File: src/common/imft_pkg.sv
// constants for the interrupt mask and fifo threshold block
package imft_pkg;
    // register byte offsets
    localparam logic [7:0] OFS_IRQ_MASK = 8'h5C;
    localparam logic [7:0] OFS_BYTE_ORDER = 8'h64;
    localparam logic [7:0] OFS_FIFO_THR = 8'h68;
    localparam logic [7:0] OFS_RX_CFG = 8'h6C;
    // fixed byte order pattern
    localparam logic [31:0] BYTE_ORDER_VALUE = 32'h87654321;
    // implemented enable bits: 31, 25..23, 21..13, 11..0
    localparam logic [31:0] IRQ_MASK_RW = 32'h83BFEFFF;
    localparam logic [31:0] IRQ_MASK_RESET = 32'h00000000;
    // status / enable bit positions driven from the fifo levels and the dma count
    localparam int BIT_RX_DMA = 20;
    localparam int BIT_TX_SPACE = 9;
    localparam int BIT_TX_STS_LVL = 7;
    localparam int BIT_RX_DATA_LVL = 5;
    localparam int BIT_RX_STS_LVL = 3;
    // threshold fields
    localparam int THR_TX_SPACE_LSB = 24;
    localparam int THR_TX_STS_LSB = 16;
    localparam int THR_RX_SPACE_LSB = 8;
    localparam int THR_RX_STS_LSB = 0;
    localparam logic [31:0] FIFO_THR_RESET = 32'h48000000;
    // receive configuration fields
    localparam int ALIGN_LSB = 30;
    localparam int DMA_CNT_LSB = 16;
    localparam int DMA_CNT_W = 12;
    localparam logic [1:0] ALIGN_RESET = 2'h0;
    // end alignment codes and the word mask each one needs
    localparam logic [1:0] ALIGN_4 = 2'h0;
    localparam logic [1:0] ALIGN_16 = 2'h1;
    localparam logic [1:0] ALIGN_32 = 2'h2;
    localparam logic [2:0] WMASK_4 = 3'h0;
    localparam logic [2:0] WMASK_16 = 3'h3;
    localparam logic [2:0] WMASK_32 = 3'h7;
endpackage : imft_pkg

File: src/rtl/imft_core.sv
// interrupt enable mask, byte order test, fifo thresholds, rx config
// Function
// - set enable bit passes source to line
// - status latching ignores the mask
// - software enable bit 31, all reset zero
// - tx stopped bit 25, rx stopped 24
// - drop half bit 23, tx completion 21
// - dma 20, timer 19, transceiver 18, power 17
// - error enables at bits 16 to 13
// - tx fifo enables at bits 11 to 7
// - rx fifo 6..3, pin events 2..0
// - byte order register returns fixed pattern
// - tx space threshold bits 31..24, reset 48h
// - tx free space above threshold raises interrupt
// - tx status used above threshold raises interrupt
// - rx free space below threshold raises interrupt
// - rx status used above threshold raises interrupt
// - pad words after buffer end to alignment
// - 12-bit dma count, interrupt when done
// - count decrements per non-pad word, rewrite allowed
// - alignment codes 4, 16, 32 bytes
// - dma complete raises status bit 20
`timescale 1ns/100ps
module imft_core (
    input wire logic sys_clk,
    input wire logic reset_n,
    // register port
    input wire logic reg_cs,
    input wire logic reg_wr,
    input wire logic [7:0] reg_addr,
    input wire logic [31:0] reg_wdata,
    output logic [31:0] reg_rdata,
    // latched status from the status register block
    input wire logic [31:0] interrupt_status_latch,
    // fifo levels
    input wire logic [7:0] tx_free_blocks,
    input wire logic [7:0] tx_status_used,
    input wire logic [7:0] rx_free_blocks,
    input wire logic [7:0] rx_status_used,
    // receive data fifo read side
    input wire logic rx_word_read,
    input wire logic rx_last_word,
    // level and dma done events toward the status register block, pad word flag, host interrupt line
    output logic tx_space_available_irq,
    output logic tx_status_level_irq,
    output logic rx_data_level_irq,
    output logic rx_status_level_irq,
    output logic rx_dma_done_irq,
    output logic rx_pad_word,
    output logic host_irq
);
    // ============================================================
    // register state
    logic [31:0] irq_mask, next_irq_mask;
    logic [31:0] fifo_thr, next_fifo_thr;
    logic [1:0] rx_align, next_rx_align;
    logic [11:0] rx_dma_word_count, next_rx_dma_word_count;
    logic rx_dma_done, next_rx_dma_done;
    logic [31:0] rdata, next_rdata;
    logic wr_mask, wr_thr, wr_rxcfg;

    // byte field of the threshold register
    function automatic logic [7:0] thr_field(input logic [31:0] r, input int lsb);
        thr_field = r[lsb +: 8];
    endfunction : thr_field

    assign wr_mask = reg_cs && reg_wr && (reg_addr == imft_pkg::OFS_IRQ_MASK);
    assign wr_thr = reg_cs && reg_wr && (reg_addr == imft_pkg::OFS_FIFO_THR);
    assign wr_rxcfg = reg_cs && reg_wr && (reg_addr == imft_pkg::OFS_RX_CFG);

    // ============================================================
    // register writes
    always_comb begin
        next_irq_mask = irq_mask;
        next_fifo_thr = fifo_thr;
        next_rx_align = rx_align;
        if (wr_mask) begin
            // reserved bits 30..26, 22, 12 stay zero
            next_irq_mask = reg_wdata & imft_pkg::IRQ_MASK_RW;
        end
        if (wr_thr) begin
            next_fifo_thr = reg_wdata;
        end
        if (wr_rxcfg) begin
            next_rx_align = reg_wdata[imft_pkg::ALIGN_LSB +: 2];
        end
    end

    always_ff @(posedge sys_clk or negedge reset_n) begin
        if (!reset_n) begin
            irq_mask <= imft_pkg::IRQ_MASK_RESET;
            fifo_thr <= imft_pkg::FIFO_THR_RESET;
            rx_align <= imft_pkg::ALIGN_RESET;
        end else begin
            irq_mask <= next_irq_mask;
            fifo_thr <= next_fifo_thr;
            rx_align <= next_rx_align;
        end
    end

    // ============================================================
    // receive dma word count
    // a host write wins over a same-cycle decrement so the new count starts clean
    always_comb begin
        next_rx_dma_word_count = rx_dma_word_count;
        next_rx_dma_done = 1'b0;
        if (wr_rxcfg) begin
            next_rx_dma_word_count = reg_wdata[imft_pkg::DMA_CNT_LSB +: imft_pkg::DMA_CNT_W];
        end else if (rx_word_read && !rx_pad_word && rx_dma_word_count != 12'h000) begin
            next_rx_dma_word_count = rx_dma_word_count - 12'h001;
            next_rx_dma_done = (rx_dma_word_count == 12'h001);
        end
    end

    always_ff @(posedge sys_clk or negedge reset_n) begin
        if (!reset_n) begin
            rx_dma_word_count <= 12'h000;
            rx_dma_done <= 1'b0;
        end else begin
            rx_dma_word_count <= next_rx_dma_word_count;
            rx_dma_done <= next_rx_dma_done;
        end
    end

    assign rx_dma_done_irq = rx_dma_done;

    // ============================================================
    // level comparisons, combinational levels to the status block
    assign tx_space_available_irq =
        tx_free_blocks > thr_field(fifo_thr, imft_pkg::THR_TX_SPACE_LSB);
    assign tx_status_level_irq =
        tx_status_used > thr_field(fifo_thr, imft_pkg::THR_TX_STS_LSB);
    assign rx_data_level_irq =
        rx_free_blocks < thr_field(fifo_thr, imft_pkg::THR_RX_SPACE_LSB);
    assign rx_status_level_irq =
        rx_status_used > thr_field(fifo_thr, imft_pkg::THR_RX_STS_LSB);

    // ============================================================
    // host interrupt line: mask gates only the output, status is untouched
    assign host_irq = |(interrupt_status_latch & irq_mask);

    // ============================================================
    // read data, registered; unmapped offsets read zero
    always_comb begin
        next_rdata = 32'h00000000;
        if (reg_cs && !reg_wr) begin
            unique case (reg_addr)
                imft_pkg::OFS_IRQ_MASK: next_rdata = irq_mask;
                imft_pkg::OFS_BYTE_ORDER: next_rdata = imft_pkg::BYTE_ORDER_VALUE;
                imft_pkg::OFS_FIFO_THR: next_rdata = fifo_thr;
                imft_pkg::OFS_RX_CFG: begin
                    next_rdata[imft_pkg::ALIGN_LSB +: 2] = rx_align;
                    next_rdata[imft_pkg::DMA_CNT_LSB +: imft_pkg::DMA_CNT_W] = rx_dma_word_count;
                end
                default: next_rdata = 32'h00000000;
            endcase
        end
    end

    always_ff @(posedge sys_clk or negedge reset_n) begin
        if (!reset_n) begin
            rdata <= 32'h00000000;
        end else begin
            rdata <= next_rdata;
        end
    end

    assign reg_rdata = rdata;

    // ============================================================
    // end alignment padding (host drops the pad words)
    imft_rx_pad u_pad (
        .sys_clk(sys_clk),
        .reset_n(reset_n),
        .align_sel(rx_align),
        .word_read(rx_word_read),
        .last_word(rx_last_word),
        .pad_word(rx_pad_word)
    );
endmodule : imft_core

File: src/rtl/imft_rx_pad.sv
// receive end alignment padding sequencer
`timescale 1ns/100ps
module imft_rx_pad (
    input wire logic sys_clk,
    input wire logic reset_n,
    input wire logic [1:0] align_sel,
    input wire logic word_read,
    input wire logic last_word,
    output logic pad_word
);
    typedef enum logic [0:0] {
        IMFT_PAD_IDLE = 1'b0,
        IMFT_PAD_FILL = 1'b1
    } imft_pad_state_t;

    imft_pad_state_t state, next_state;
    logic [2:0] word_pos, next_word_pos;
    logic [2:0] wmask;

    // words per alignment unit minus one; reserved code behaves as 4-byte
    always_comb begin
        unique case (align_sel)
            imft_pkg::ALIGN_16: wmask = imft_pkg::WMASK_16;
            imft_pkg::ALIGN_32: wmask = imft_pkg::WMASK_32;
            default: wmask = imft_pkg::WMASK_4;
        endcase
    end

    // pad words flagged while filling up to the boundary
    assign pad_word = (state == IMFT_PAD_FILL);

    // position counter and fill state
    always_comb begin
        next_state = state;
        next_word_pos = word_pos;
        if (word_read) begin
            next_word_pos = (word_pos + 3'h1) & wmask;
            unique case (state)
                IMFT_PAD_IDLE: begin
                    if (last_word && (((word_pos + 3'h1) & wmask) != 3'h0)) begin
                        next_state = IMFT_PAD_FILL;
                    end
                end
                IMFT_PAD_FILL: begin
                    if (((word_pos + 3'h1) & wmask) == 3'h0) begin
                        next_state = IMFT_PAD_IDLE;
                    end
                end
            endcase
        end
    end

    always_ff @(posedge sys_clk or negedge reset_n) begin
        if (!reset_n) begin
            state <= IMFT_PAD_IDLE;
            word_pos <= 3'h0;
        end else begin
            state <= next_state;
            word_pos <= next_word_pos;
        end
    end
endmodule : imft_rx_pad

File: config.mk
export PLATFORM = sky130hd
export DESIGN_NAME = imft_core
export DESIGN_NICKNAME = d
export VERILOG_FILES = /design/src/common/imft_pkg.sv /design/src/rtl/imft_core.sv /design/src/rtl/imft_rx_pad.sv
export SDC_FILE = /design/constraint.sdc
export NUM_CORES = 1
export LEC_CHECK = 0
export ABC_AREA = 1
export BUFFER_PORTS_ARGS = -buffer_cell sky130_fd_sc_hd__buf_2
export CORE_MARGIN = 3
export CORE_UTILIZATION = 40
export CTS_CLUSTER_DIAMETER = 200
export CTS_CLUSTER_SIZE = 16
export DETAILED_ROUTE_END_ITERATION = 12
export PLACE_DENSITY_LB_ADDON = 0.2
export SYNTH_ARGS = -nofsm -noshare
export SYNTH_HDL_FRONTEND = slang
export SYNTH_SLANG_ARGS = --single-unit
File: constraint.sdc
create_clock -name sys_clk -period 1.3 [get_ports sys_clk]
set_input_delay 0.13 -clock sys_clk [delete_from_list [all_inputs] [get_ports sys_clk]]
set_output_delay 0.13 -clock sys_clk [all_outputs]
set_load 0.02 [all_outputs]
==> After elaboration in Yosys (flattened, before gate mapping) <==
Index checks and enable logic that the tools add are counted.
{ "word_totals": {"ff_bits": 108, "latch_bits": 0, "mem_bits_rw": 0, "rom_bits": 0, "in_bits": 110, "output_inout_bits": 39, "elab_cells": 52, "n_memories": 0} }
{ "classes": {"n_addsub": 2, "mul": 0, "div": 0, "magnitude_cmp": 4, "n_eq_ne": 7, "shift": 0, "mux": 13, "bitwise": 3, "reduce_logical": 15} }
{ "op_table": {"columns": ["operator", "count"], "rows": [
  ["12-bit case mux with 4 select lines", 1],
  ["16-bit case mux with 3 select lines", 1],
  ["32-bit bitwise AND", 1],
  ["8-bit by 7-bit == test with 1-bit output, second input constant", 4],
  ["32-bit 2-to-1 mux", 1],
  ["32-bit OR reduction", 1],
  ["8-bit greater-than comparator", 3],
  ["12-bit 2-to-1 mux", 2],
  ["12-bit by 1-bit == test with 1-bit output, second input constant", 1],
  ["12-bit nonzero test", 1],
  ["12-bit by 1-bit subtractor with 12-bit output, second input constant", 1],
  ["1-bit logical AND", 8],
  ["8-bit < comparator", 1],
  ["2-bit case mux with 4 select lines", 1],
  ["3-bit case mux with 2 select lines", 1],
  ["1-bit 2-to-1 mux", 4],
  ["3-bit by 1-bit adder with 3-bit output, second input constant", 1],
  ["3-bit bitwise AND", 1],
  ["3-bit zero test", 1],
  ["3-bit nonzero test", 1],
  ["2-bit by 1-bit == test with 1-bit output, second input constant", 1],
  ["2-bit == test, second input constant", 1],
  ["1-bit zero test", 2],
  ["2-bit 2-to-1 mux", 1],
  ["3 further kinds", 3]
]} }

==> Depth between registers and ports, before layout <==
{ "depth": {"word_depth": 7, "depth_mapped": 10, "ltp_nobuf": 10} }

==> Modules after synthesis <==
A second synthesis with hierarchy kept.
{ "hier_totals": {"hier_cells": 767, "hier_area_um2": 5977.0} }
{ "modules_own_cells": {"columns": ["module", "n_inst", "cells_per_inst", "area_each_um2", "seq_area_each_um2"], "rows": [
  ["imft_core", 1, 740, 5765.5, 2605.0],
  ["imft_rx_pad", 1, 27, 211.5, 100.1]
]} }

==> Worst setup path after synthesis <==
Ideal clock, no wire load.
{ "synth_timing": {"path_type": "register to output", "start": "register fifo_thr[27]", "end": "output port tx_space_available_irq", "t_arrival_ns": 1.430, "required_ns": 1.170, "setup_slack_ns": -0.260, "path_stages_with_launch": 7, "n_path_buf": 0, "path_cell_list": "dfstp_2 -> inv_1 -> ha_1 -> nand2_1 -> o21ai_0 -> nand2_1 -> a21oi_1"} }
{ "synth_between": {"elab_chain_cells": 1} }
{ "synth_rtl": {"columns": ["element", "line_no", "text"], "rows": [
  ["start, declared", "imft_core.sv:55", "logic [31:0] fifo_thr, next_fifo_thr;"],
  ["start signal, assigned", "imft_core.sv:92", "fifo_thr <= imft_pkg::FIFO_THR_RESET;"],
  ["start signal, assigned", "imft_core.sv:96", "fifo_thr <= next_fifo_thr;"],
  ["8-bit greater-than comparator", "imft_core.sv:130", "tx_free_blocks > thr_field(fifo_thr, imft_pkg::THR_TX_SPACE_LSB);"],
  ["end, declared", "imft_core.sv:44", "output logic tx_space_available_irq,"]
]} }
No other way between the ends.

==> Worst setup path after layout <==
{ "layout_timing": {"start": "register fifo_thr[30]", "end": "output port tx_space_available_irq"} }
Same word-level chain as after synthesis.

==> impl_metrics.json <==
{
  "status": "finished with violations",
  "violations": "setup timing",
  "report.final.slew_viol_count": 0,
  "stdcell_area_um2": 8547,
  "ir_drop_mv": 1.038,
  "ys_async_sr_fraction_pct": 100.0,
  "core_region_area_um2": 14200,
  "cts_tree": "yes",
  "port_buffers": 141,
  "p_int_mw": 6.874,
  "period_share_pct": 142.8,
  "crit_path_start_kind": "flop",
  "worstMarginPinSlew_ps": 332.3,
  "p_sw_mw": 3.196,
  "synth_cell_type_count": 31,
  "drv_cap": 0,
  "instances_no_fill": 1176,
  "min_path_cells": 3,
  "cpMostUsedCell": "inv_2",
  "r2r_start": "rx_dma_word_count[0]",
  "fillers": 1302,
  "syn2layout_area_growth_pct": 43.54,
  "hold_class": "in2reg",
  "cts_made_buffers": 9,
  "syn-instance-count": 754,
  "timing_hold_violations_final": 0,
  "hold_slack_ps": 20.63,
  "rsz0062_at_grt": "yes",
  "die_h_um": 128.0,
  "die_w_um": 128.0,
  "insertion_delay_ps": 350,
  "drive_gt1_share_pct": 37.32,
  "fmax_mhz": 538.6,
  "synth.most_common_cell": "nand2_1",
  "syn_area_um2": 5954,
  "swShare_pct": 31.74,
  "p_comb_share_pct": 32.8,
  "seqPwrFrac_pct": 37.1,
  "ant_nets": 0,
  "vias": 5726,
  "ios": 149,
  "clock_skew_ps": 5.009,
  "p_leak_nw": 4.503,
  "cp-end-kind": "primary output",
  "grt_pass1_wl_um": 27880,
  "maxSlewHeadroom_pct": 77.84,
  "power.share.clock_pct": 30.1,
  "yosysWarnings": 0,
  "fin_nets": 1135,
  "synth_area_per_cell_um2": 7.897,
  "ys.flop_type": "dfrtp_1",
  "dr.first_iter.drc_count": 403,
  "fin_util_pct": 60.17,
  "grt_antenna_before_repair": 2,
  "power_density_nw_per_um2": 1178,
  "ys_seq_elements": 108,
  "globalplace.congestion": 0.8989,
  "place_area_um2": 7612,
  "cp_top_family": "flip-flops",
  "dieArea_um2": 16390,
  "clkTransAtPathRegs_ps": 70,
  "critical_path.cell_chain": "inv_2 -> ha_4 -> nand2_4 -> inv_2 -> nand3_4 -> inv_2 -> nand2_2 -> a21oi_4 -> buf_6",
  "yosysTopAreaCell": "dfrtp_1",
  "cp_max_fo": 2,
  "grt_usage_pct": 21.55,
  "fp-row-count": 43,
  "hold-path-endpoint": "fifo_thr[29]",
  "crit_path_max_incr_delay_ps": 540,
  "yosysSeqAreaShare_pct": 45.43,
  "remaining_drc_errors": 0,
  "dp.cells": 1144,
  "initial_core_util_pct": 41.92,
  "syn_nets": 900,
  "grt_overflow": 0,
  "dr.pass1.iters": 4,
  "crit_arrival_ps": 1730,
  "clockBufferDepth": 2,
  "synth_top_cell_area_share_pct": 44.55,
  "setup_ws_ps": -556.8,
  "worst_ep_required_time_ps": 1170,
  "drt-vias-per-instance": 4.869,
  "ff2ff_path_depth": 10,
  "p_total_mw": 10.07,
  "hold_start": "reg_wdata[29]",
  "grt_pass1_vias": 5549,
  "timing.rr.end": "rx_dma_word_count[3]",
  "critPathBufInv": 4,
  "synthTopCellsByArea": "dfrtp_1, nand2_1, ha_1, inv_1, a21oi_1",
  "setup_viol": 18,
  "cts.sinks": 108,
  "grt_max_degree": 62,
  "crit_type": "reg2out",
  "r2r_slack_ps": -90,
  "synth_edf_count": 0,
  "synth_top_cells_by_count": "nand2_1, dfrtp_1, inv_1",
  "layout_min_cycle_time_ps": 1857,
  "clock-root-buffer": "clkbuf_16",
  "cts_htree_levels": 3,
  "place.detailed.hpwl_um": 12840,
  "critPathSlowestCell": "dfstp_2",
  "wire_per_inst_um": 14.89,
  "drt-total-wl_um": 17510
}
[worst reg2reg max path, delay by kind of cell (launching register included)]
family | cells | cell delay [ps]
flops | 1 | 390
buf+inv | 2 | 240
simple gates | 7 | 550
fa+ha+maj | 1 | 140
[layout make-up]
type                            count  area (um^2)  share of cell area, %
Antenna cell                        2        5.005                0.05856
Multi-Input combinational cell    516         3189                  37.32
Clock inverter                      5        82.58                 0.9662
Timing Repair Buffer              247         1678                  19.63
Tap cell                          180        225.2                  2.635
Inverter                          107        417.9                  4.889
Sequential cell                   108         2706                  31.66
Clock buffer                       11        242.7                  2.840
[worst max path at each step]
| stage | from | to | slack, ps | cells past startpoint |
|---|---|---|---|---|
| global placement | fifo_thr[30] | tx_space_available_irq | -220 | 9 |
| floorplan | fifo_thr[30] | tx_space_available_irq | -110 | 8 |
| detailed placement | fifo_thr[30] | tx_space_available_irq | -230 | 9 |
| global route | fifo_thr[30] | tx_space_available_irq | -650 | 9 |
| CTS | fifo_thr[30] | tx_space_available_irq | -560 | 9 |
| finish | fifo_thr[30] | tx_space_available_irq | -560 | 9 |
[per-stage QoR]
step / setup slack [ps] / TNS [ps]
after floorplan: -105.8 / -105.8
after global placement: -217.3 / -4875
after detailed placement: -231.7 / -6021
after CTS: -561.8 / -3033
after global routing: -647.1 / -4485
final: -556.8 / -2848
[power by group through the flow]
stage | sequential, mW | clock (mW) | combinational [mW]
global route | 3.76 | 3.23 | 3.66
floorplan | 3.81 | 0 | 1.22
CTS | 3.73 | 3.09 | 2.93
detailed placement | 3.77 | 0 | 2.50
global placement | 3.75 | 0 | 2.47
finish | 3.73 | 3.03 | 3.31
[metal layers]
layer  GRT usage, %  vias to the layer above  share of wire [%]
met5              0                        -                  0
met4          4.307                        0               0.88
met3          4.292                       12                6.0
met2          35.80                      167                 49
met1          29.47                     2661                 44
li1               -                     2886                  -
[cell families (layout without fill, tap and decap cells)]
| logic type | count (synthesis) | in the layout | synth area share [%] |
|---|---|---|---|
| AOI/OAI and AO/OA | 129 | 129 | 11.22 |
| adders and majority gates | 36 | 36 | 7.565 |
| and+or+nand+nor | 346 | 346 | 25.43 |
| xor gates and xnor gates | 5 | 5 | 0.7354 |
| buffers and inverters | 130 | 370 | 9.624 |
| DFF | 108 | 108 | 45.43 |
| other | 0 | 2 | 0 |
[layout by cell type (no fill, tap or decap), types with 4 or more instances in the layout]
master	instances
nand2_1	188
buf_2	135
dfrtp_1	105
inv_1	93
buf_4	90
o21ai_1	53
a21oi_1	44
nand3_1	36
nor2_1	34
nand2_2	28
ha_1	23
o21ai_0	14
nand4_1	13
ha_4	13
nand2_4	12
inv_2	11
nor2_4	10
clkbuf_16	9
buf_6	9
buf_12	9
nand3_2	8
a21oi_2	4
nand3_4	4
xor2_1	4
[timing repair]
action,4_1_cts,5_1_grt
hold buffers,3,0
endpoints found under the setup margin,18,19
pin swaps,37,23
hold endpoints to repair,108,0
gates resized for setup,67,54
setup buffers,13,3
[registers in the layout, summed over array words and instances, names as in the netlist]
register and count:
u_pad.word_pos 3, fifo_thr 32, u_pad.pad_word 1, rx_dma_done_irq 1, rx_dma_word_count 12, irq_mask 25
reg_rdata 32, rx_align 2
Power figures use the tool's default switching activity.
